[src/rtl/pitc_pkg.sv]
/*
 * pitc_pkg: constants for the prescaled interval timer/event counter.
 * assumes: the cpu core presents one-cycle command strobes on the same clock.
 */
package pitc_pkg;
    // ---------------------------------------------------------------
    // widths and values
    // ---------------------------------------------------------------
    localparam int        TIMER_W      = 8;
    localparam int        PRE_W        = 5;
    localparam logic [4:0] PRE_ZERO    = 5'h00;
    localparam logic [4:0] PRE_ALL_ONES = 5'h1f;
    localparam logic [7:0] TIMER_ZERO  = 8'h00;
    localparam logic [7:0] TIMER_MAX   = 8'hff;

    // ---------------------------------------------------------------
    // counting modes
    // ---------------------------------------------------------------
    typedef enum logic [1:0] {
        PITC_STOPPED = 2'b00,
        PITC_TIMING  = 2'b01,
        PITC_EVENTS  = 2'b10
    } pitc_mode_t;
endpackage : pitc_pkg

[src/rtl/pitc_timer.sv]
/*
 * pitc_timer: 8-bit interval timer / event counter with a divide-by-32
 * prescaler, timer flag and timer interrupt request.
 * assumes: the cpu core pulses commands for one CLK cycle, pulses
 * PRESCALE_TICK once per single-cycle instruction (twice per double-cycle
 * one), and EVENT_INPUT_PIN is an asynchronous pin.
 */
// Contract
// 8-bit timer runs beside program execution
// divide-by-32 prescaler, timer mode only
// timer start clears prescaler; ticks per instruction cycle
// prescaler wrap increments main timer
// overflow sets flag, requests enabled interrupt
// branch op can test overflow flag
// branch clears flag; reset leaves flag
// timer readable and loadable; prescaler hidden
// counter mode counts rising pin edges
// modes exclusive; start selects, stop halts
// stopped timer holds value, ignores events
`timescale 1ns/1ps
`default_nettype none
module pitc_timer (
    input  wire logic       CLK,
    input  wire logic       SYS_RST,
    input  wire logic       TIMER_MODE_START_CMD,
    input  wire logic       EVENT_COUNT_START_CMD,
    input  wire logic       COUNT_HALT_CMD,
    input  wire logic       PRESCALE_TICK,
    input  wire logic       EVENT_INPUT_PIN,
    input  wire logic       OVERFLOW_FLAG_BRANCH,
    input  wire logic       TIMER_LOAD_OP,
    input  wire logic [7:0] LOAD_DATA,
    input  wire logic       TIMER_INT_ENABLE,
    output logic      [7:0] TIMER_READ_DATA,
    output logic            FLAG_TAKEN,
    output logic            TIMER_INT_REQ,
    output logic      [1:0] MODE
);
    // ---------------------------------------------------------------
    // pin synchroniser
    // ---------------------------------------------------------------
    logic sync_a;
    logic sync_b;
    logic pin_last;

    always_ff @(posedge CLK or posedge SYS_RST) begin
        if (SYS_RST) begin
            sync_a   <= 1'b0;
            sync_b   <= 1'b0;
            pin_last <= 1'b0;
        end else begin
            sync_a   <= EVENT_INPUT_PIN;
            sync_b   <= sync_a;
            pin_last <= sync_b;
        end
    end

    wire pin_rise = sync_b & ~pin_last;

    // ---------------------------------------------------------------
    // mode, prescaler, timer, interrupt request
    // ---------------------------------------------------------------
    pitc_pkg::pitc_mode_t mode;
    pitc_pkg::pitc_mode_t next_mode;
    logic [4:0] pre;
    logic [4:0] next_pre;
    logic [7:0] timer;
    logic [7:0] next_timer;
    logic       irq;
    logic       next_irq;
    logic       inc;
    logic       ovf;

    always_comb begin
        next_mode = mode;
        next_pre  = pre;
        next_timer = timer;
        inc = 1'b0;
        // if several strobe at once, halt wins, then event start, then timer start
        if (COUNT_HALT_CMD) begin
            next_mode = pitc_pkg::PITC_STOPPED;
        end else if (EVENT_COUNT_START_CMD) begin
            next_mode = pitc_pkg::PITC_EVENTS;
        end else if (TIMER_MODE_START_CMD) begin
            next_mode = pitc_pkg::PITC_TIMING;
            next_pre  = pitc_pkg::PRE_ZERO;
        end
        case (mode)
            pitc_pkg::PITC_TIMING: begin
                if (PRESCALE_TICK && !TIMER_MODE_START_CMD) begin
                    next_pre = pre + 5'h01;
                    inc = (pre == pitc_pkg::PRE_ALL_ONES);
                end
            end
            pitc_pkg::PITC_EVENTS: begin
                inc = pin_rise;
            end
            pitc_pkg::PITC_STOPPED: begin
                inc = 1'b0;
            end
            default: begin
                inc = 1'b0;
            end
        endcase
        ovf = inc && (timer == pitc_pkg::TIMER_MAX);
        if (TIMER_LOAD_OP) begin
            // a load overrides a coincident increment
            next_timer = LOAD_DATA;
        end else if (inc) begin
            next_timer = timer + 8'h01;
        end
        next_irq = ovf && TIMER_INT_ENABLE && !TIMER_LOAD_OP;
    end

    always_ff @(posedge CLK or posedge SYS_RST) begin
        if (SYS_RST) begin
            mode  <= pitc_pkg::PITC_STOPPED;
            pre   <= pitc_pkg::PRE_ZERO;
            timer <= pitc_pkg::TIMER_ZERO;
            irq   <= 1'b0;
        end else begin
            mode  <= next_mode;
            pre   <= next_pre;
            timer <= next_timer;
            irq   <= next_irq;
        end
    end

    // ---------------------------------------------------------------
    // timer flag: deliberately outside the reset, so reset leaves it
    // ---------------------------------------------------------------
    logic flag = 1'b0;
    logic next_flag;
    logic taken;
    logic next_taken;

    always_comb begin
        next_taken = OVERFLOW_FLAG_BRANCH & flag;
        next_flag  = flag;
        if (OVERFLOW_FLAG_BRANCH) begin
            next_flag = 1'b0;
        end
        if (ovf && !TIMER_LOAD_OP) begin
            next_flag = 1'b1;
        end
    end

    always_ff @(posedge CLK) begin
        flag  <= next_flag;
        taken <= next_taken;
    end

    // ---------------------------------------------------------------
    // outputs
    // ---------------------------------------------------------------
    assign TIMER_READ_DATA = timer;
    assign FLAG_TAKEN      = taken;
    assign TIMER_INT_REQ   = irq;
    assign MODE            = mode;

    // ---------------------------------------------------------------
    // checks
    // ---------------------------------------------------------------
    wrap_increments_a: assert property (@(posedge CLK) disable iff (SYS_RST)
        (mode == pitc_pkg::PITC_TIMING && PRESCALE_TICK && pre == pitc_pkg::PRE_ALL_ONES
         && !TIMER_MODE_START_CMD && !TIMER_LOAD_OP && !COUNT_HALT_CMD)
        |=> TIMER_READ_DATA == $past(timer) + 8'h01)
        else $error("prescaler wrap did not step timer");

    start_clears_pre_a: assert property (@(posedge CLK) disable iff (SYS_RST)
        (TIMER_MODE_START_CMD && !COUNT_HALT_CMD && !EVENT_COUNT_START_CMD)
        |=> pre == pitc_pkg::PRE_ZERO && mode == pitc_pkg::PITC_TIMING)
        else $error("timer start left prescaler uncleared");

    overflow_flag_a: assert property (@(posedge CLK) disable iff (SYS_RST)
        (ovf && !TIMER_LOAD_OP) |=> flag && TIMER_READ_DATA == pitc_pkg::TIMER_ZERO)
        else $error("overflow did not set flag");

    irq_gated_a: assert property (@(posedge CLK) disable iff (SYS_RST)
        TIMER_INT_REQ |-> $past(TIMER_INT_ENABLE) && $past(ovf))
        else $error("interrupt without enabled overflow");

    branch_clears_a: assert property (@(posedge CLK) disable iff (SYS_RST)
        (OVERFLOW_FLAG_BRANCH && !ovf) |=> !flag)
        else $error("branch left flag set");

    branch_taken_a: assert property (@(posedge CLK) disable iff (SYS_RST)
        OVERFLOW_FLAG_BRANCH |=> FLAG_TAKEN == $past(flag))
        else $error("branch answer wrong");

    load_timer_a: assert property (@(posedge CLK) disable iff (SYS_RST)
        TIMER_LOAD_OP |=> TIMER_READ_DATA == $past(LOAD_DATA))
        else $error("timer load lost");

    pin_edge_count_a: assert property (@(posedge CLK) disable iff (SYS_RST)
        (mode == pitc_pkg::PITC_EVENTS && pin_rise && !TIMER_LOAD_OP)
        |=> TIMER_READ_DATA == $past(timer) + 8'h01)
        else $error("rising edge not counted");

    stopped_holds_a: assert property (@(posedge CLK) disable iff (SYS_RST)
        (mode == pitc_pkg::PITC_STOPPED && !TIMER_LOAD_OP) |=> $stable(TIMER_READ_DATA))
        else $error("stopped timer moved");

    halt_stops_a: assert property (@(posedge CLK) disable iff (SYS_RST)
        COUNT_HALT_CMD |=> mode == pitc_pkg::PITC_STOPPED)
        else $error("halt did not stop");

    irq_raised_a: assert property (@(posedge CLK) disable iff (SYS_RST)
        (ovf && TIMER_INT_ENABLE && !TIMER_LOAD_OP) |=> TIMER_INT_REQ)
        else $error("enabled overflow raised no interrupt");

    event_start_a: assert property (@(posedge CLK) disable iff (SYS_RST)
        (EVENT_COUNT_START_CMD && !COUNT_HALT_CMD) |=> mode == pitc_pkg::PITC_EVENTS)
        else $error("event start did not select counting");

    // ticks must not leak into event counting: the prescaler is timer-only
    event_idle_a: assert property (@(posedge CLK) disable iff (SYS_RST)
        (mode == pitc_pkg::PITC_EVENTS && !pin_rise && !TIMER_LOAD_OP)
        |=> TIMER_READ_DATA == $past(timer))
        else $error("event mode moved without an edge");

    // no disable here on purpose: the flag must ride through reset untouched
    flag_holds_a: assert property (@(posedge CLK)
        (!OVERFLOW_FLAG_BRANCH && !(ovf && !TIMER_LOAD_OP)) |=> flag == $past(flag))
        else $error("flag changed without branch or overflow");
endmodule : pitc_timer
`default_nettype wire

[config.mk]
export PLATFORM = sky130hd
export DESIGN_NAME = pitc_timer
export DESIGN_NICKNAME = d
export VERILOG_FILES = /design/src/rtl/pitc_pkg.sv /design/src/rtl/pitc_timer.sv
export SDC_FILE = /design/constraint.sdc
export NUM_CORES = 1
export LEC_CHECK = 0
export BUFFER_PORTS_ARGS = -buffer_cell sky130_fd_sc_hd__buf_4
export CAP_MARGIN = 10
export CORE_AREA = 2 2 61 63
export DETAILED_ROUTE_END_ITERATION = 16
export DIE_AREA = 0 0 63 65
export HOLD_SLACK_MARGIN = 0.12
export SKIP_LAST_GASP = 1
export SLEW_MARGIN = 40
export SYNTH_ARGS = -nofsm -noshare
export SYNTH_HDL_FRONTEND = slang
export SYNTH_SLANG_ARGS = --single-unit
[constraint.sdc]
create_clock -name CLK -period 3.5 [get_ports CLK]
set_clock_uncertainty 0.2 [all_clocks]
set_input_delay 0.175 -clock CLK [delete_from_list [all_inputs] [get_ports CLK]]
set_output_delay 0.175 -clock CLK [all_outputs]
set_load 0.02 [all_outputs]
Word-level counts from Yosys, hierarchy flattened:

Cells that the tools add are included.
Widths: inputs -> output; s select.

* bits in registers: 21
* output and inout port bits: 12
* word-level logic and storage cells: 39
* bits of input ports: 18

* equality and inequality tests: 4
* reductions and logical operators: 9
* bitwise logic cells: 3
* $add $sub $neg: 2
* mux-type cells: 12

Operators by type and width (count)
* $mux 5: 5
* $mux 8: 2
* $add 8x1->8 const B: 1
* $eq 8x8->1 const B: 1
* $mux 2: 3
* $add 5x1->5 const B: 1
* $eq 5x5->1 const B: 1
* $logic_and 1x1->1: 5
* $reduce_bool 3->1: 1
* $and 1x1->1: 2
* $eq 2x1->1 const B: 1
* $eq 2x2->1 const B: 1
* $logic_not 1->1: 2
* $pmux 1 s2: 1
* $reduce_bool 2->1: 1
* $mux 1: 1
* $not 1->1: 1

Longest topological paths before layout:

* depth after elaboration: 7
* gate-level depth with buffers: 6

Worst setup path before layout:

OpenSTA, ideal clock, no wires.

* path type: register -> register
* start point: register pre[0]
* end point: register timer[6] (netlist: TIMER_READ_DATA[6])
* library setup time: 126 ps
* arrival: 1689 ps
* data required time: 3174 ps
* clock period less this slack: 2016 ps
* setup slack: 1484 ps
* cell stages (with the launch flop): 7
* path through: dfrtp_1 -> ha_1 -> and3_1 -> ha_1 -> and4b_2 -> o2111a_1 -> a221o_1

* word-level cells in the longest chain between the ends: 4

RTL lines
* start: declaration: line pitc_timer.sv:65 `logic [4:0] pre;`
* start signal: assignment: line pitc_timer.sv:118 `pre <= pitc_pkg::PRE_ZERO;`
* start signal: assignment: line pitc_timer.sv:123 `pre <= next_pre;`
* $eq 5x5->1: line pitc_timer.sv:92 `inc = (pre == pitc_pkg::PRE_ALL_ONES);`
* $mux 1: line pitc_timer.sv:90 `if (PRESCALE_TICK && !TIMER_MODE_START_CMD) begin`
* $pmux 1 s2: line pitc_timer.sv:88 `case (mode)`
* $reduce_bool 2->1 (no source line)
* end signal: assignment: line pitc_timer.sv:119 `timer <= pitc_pkg::TIMER_ZERO;`
* end signal: assignment: line pitc_timer.sv:124 `timer <= next_timer;`
* end: declaration: line pitc_timer.sv:67 `logic [7:0] timer;`

Every way passes these cells.
A chain may end at the register's enable or synchronous reset.

Worst setup path in the final report:

Same ends and word-level chain as after synthesis.

==> results.toml <==
[final_layout]
drive_above_1_share_pct = 24.3
num_antenna_cells = 0
fin_nets = 197
nFillCells = 352
syn2layout_area_growth_pct = 48.1

[placed_design]
io_buffers = 29
gp_congestion = 0.793
place_hpwl_um = 2000
place_ws_ps = 1410

[cts]
cts_tree = "yes"
clkLatencyLatePin_ps = 310
clockBufferDepth = 2
h-tree-depth = 1
root_buffer = "clkbuf_4"
numCtsBuffers = 3
cts_resized = 0
path_clk_slew_ps = 130
clock_sinks = 21

[power_and_ir_drop]
power.internal_mw = 0.363
power_density_mw_per_mm2 = 297
sw_frac_of_total_pct = 28.9
seqPwrFrac_pct = 53.5
clock_power_share_pct = 23.3
ir_drop_mv = 0.222
power.switching_mw = 0.148
comb_power_share_pct = 23.2
leakagePower_nw = 0.793

[logic_synthesis]
netlist_area_mm2 = 0.00116
syn_nets = 139
synth_top_area_cell = "dfrtp_1"
synth_edf_count = 0
synth_top_area_share_pct = 40.9
synth.distinct_cells = 36
ys_top_cells_by_area = "dfrtp_1 41%, o211ai_1 6.5%, ha_1 5.4%, nand2_1 4.8%, a2111o_1 3.9%"
synthArstFlopShare_pct = 90.5
synth_seq_area_share_pct = 44.4
netlist_instances = 116
ys_ff_latch = 21
yosys-top-cells-count = "19 x dfrtp_1, 15 x nand2_1, 10 x o211ai_1, 9 x inv_1"
synth_ff_type = "dfrtp_1"
ys_warn_count = 0
synth_most_common_cell = "dfrtp_1"
synth.avg_cell_area_um2 = 10.0

[die]
core_area_mm2 = 0.00350
die-area_mm2 = 0.00410
start_util_pct = 33.2
die_h_um = 65
ios = 30
rows = 22
dieWidth_um = 63

[grt]
grt_pass1_wl_um = 5080
grt_pass1_vias = 1136
grt_usage_pct = 15.4
grt_overflow = 0
grt_max_degree = 20
antenna_found_initial = 0

[timing]
setup_slack_ps = 867
rsz0062_at_grt = "false"
finalHoldViolCount = 0
slew_headroom_pct = 52.6
fmax_mhz = 380
final.period_utilization_pct = 75.2
drv_slew = 0
setup_tns_ps = 0
tightest_slew_ps = 707
post-route-min-period_ps = 2630
setup_viol = 0

[setup_path]
crit_arrival_ps = 2640
criticalPathCategory = "flop to flop"
worstPathRequired_ps = 3510
cp-end-kind = "flop"
path_buf_inv = 1
cp-start-kind = "flop"
path_max_fanout = 5
crit_path_start = "pre[0]"
path_cells = "ha_1 > and3_1 > ha_1 > and4b_2 > o2111a_1 > a221o_1 > dlygate4sd3_1"
r2r_setup_slack_ps = 870
cp_common_cell = "ha_1"
slowest_stage = "dlygate4sd3_1"
critPathMaxStageDelay_ps = 550
r2r_start = "pre[0]"
crit_family = "buffers and inverters"

[route]
first_iter_violations = 39
drcViolationCount = 0
vias = 1113
wl_um = 2990
drtAntennaViolNets = 0
routed_via_density = 5.04
first_pass_iters = 4
wl_per_cell_um = 13.5

[hold_path]
hold_start = "PRESCALE_TICK"
hold_path_class = "input port to flop"

[status]
status = "finished, final reports clean"

[run]
maxCapViolCount = 0
[power by group through the flow]
stage               logic (mW)  registers (mW)  clock network (mW)
global route             0.130           0.275               0.138
finish                   0.118           0.273               0.119
CTS                      0.119           0.273               0.126
detailed placement      0.0938           0.277                   0
global placement        0.0916           0.276                   0
floorplan               0.0400           0.285                   0
[final cells by class]
class	instances	area, um2	area share [%]
clock buffers	3	22.5	1.31
clock inverters	1	5.00	0.291
inverters	9	33.8	1.97
multi-input cells	84	604	35.2
flip-flops and latches	21	515	30.0
well taps	48	60.1	3.49
repair buffers	55	478	27.8
[per-stage QoR]
step / power [mW] / hold slack (ps) / utilization (%) / instances / cell area (um2)
2_1_floorplan: 0.325 / -73.9 / - / 116 / 1160
3_3_place_gp: 0.368 / 84.3 / 40.9 / 191 / 1430
3_5_place_dp: 0.371 / 86.6 / 40.9 / 191 / 1430
4_1_cts: 0.517 / 122 / 49.2 / 221 / 1720
5_1_grt: 0.543 / 140 / 49.2 / 221 / 1720
6_report: 0.511 / 132 / 49.2 / 221 / 1720
[routing by layer]
metal	up-vias	track usage, %	share of wire (%)	wire (um)
met4	0	2.50	0.44	13
met2	31	28.9	52	1540
met3	2	3.65	4.1	121
met5	-	0	0	0
li1	545	-	-	-
met1	535	18.2	44	1310
[placed cells by master (no fill, tap or decap), types with 3 or more instances in the layout]
cell type,count
inv_1,8
nand2_1,15
or2_2,3
clkbuf_4,3
ha_1,5
dfrtp_1,19
buf_4,29
nor2_1,5
a22o_1,3
o211ai_1,10
a211oi_1,4
a2111o_1,4
dlygate4sd3_1,26
nand4b_1,3
a21oi_1,4
[worst reg2reg max path: cells and delay by family (launching register included)]
family / cells / cell delay [ps]
buffers and inverters: 1 / 550
DFF: 1 / 420
and+or+nand+nor: 2 / 450
adders and majority gates: 2 / 420
AOI/OAI and AO/OA: 2 / 500
[sequential cells by signal (all words and copies together), names as in the netlist]
register,flops
FLAG_TAKEN,1
MODE,2
TIMER_INT_REQ,1
TIMER_READ_DATA,8
flag,1
pin_last,1
pre,5
sync_a,1
sync_b,1
[cells by family (layout without fill, tap and decap cells)]
family                     Yosys count  in the layout  synth area share, %
and+or+nand+nor                     46             46                 23.4
AOI/OAI and AO/OA                   30             30                 20.6
DFF                                 21             21                 44.4
buffers and inverters               11             68                 3.56
adders and majority gates            5              5                 5.39
muxes                                3              3                 2.69
[final timing paths]
path / cells past startpoint / endpoint
worst min-delay path: 3 / pre[0]
worst max register to register: 7 / TIMER_READ_DATA[6]
worst min register to register: 0 / sync_b
worst max-delay path: 7 / TIMER_READ_DATA[6]
max in group asynchronous: 3 / pre[3]
min in group asynchronous: 3 / pre[4]
[repair_timing]
item | 4_1_cts | 5_1_grt
hold buffers | 26 | 0
setup endpoints to repair | 0 | 0
hold endpoints to repair | 34 | 0
buffers inserted | 0 | 0
(Power assumes the default switching activity.)
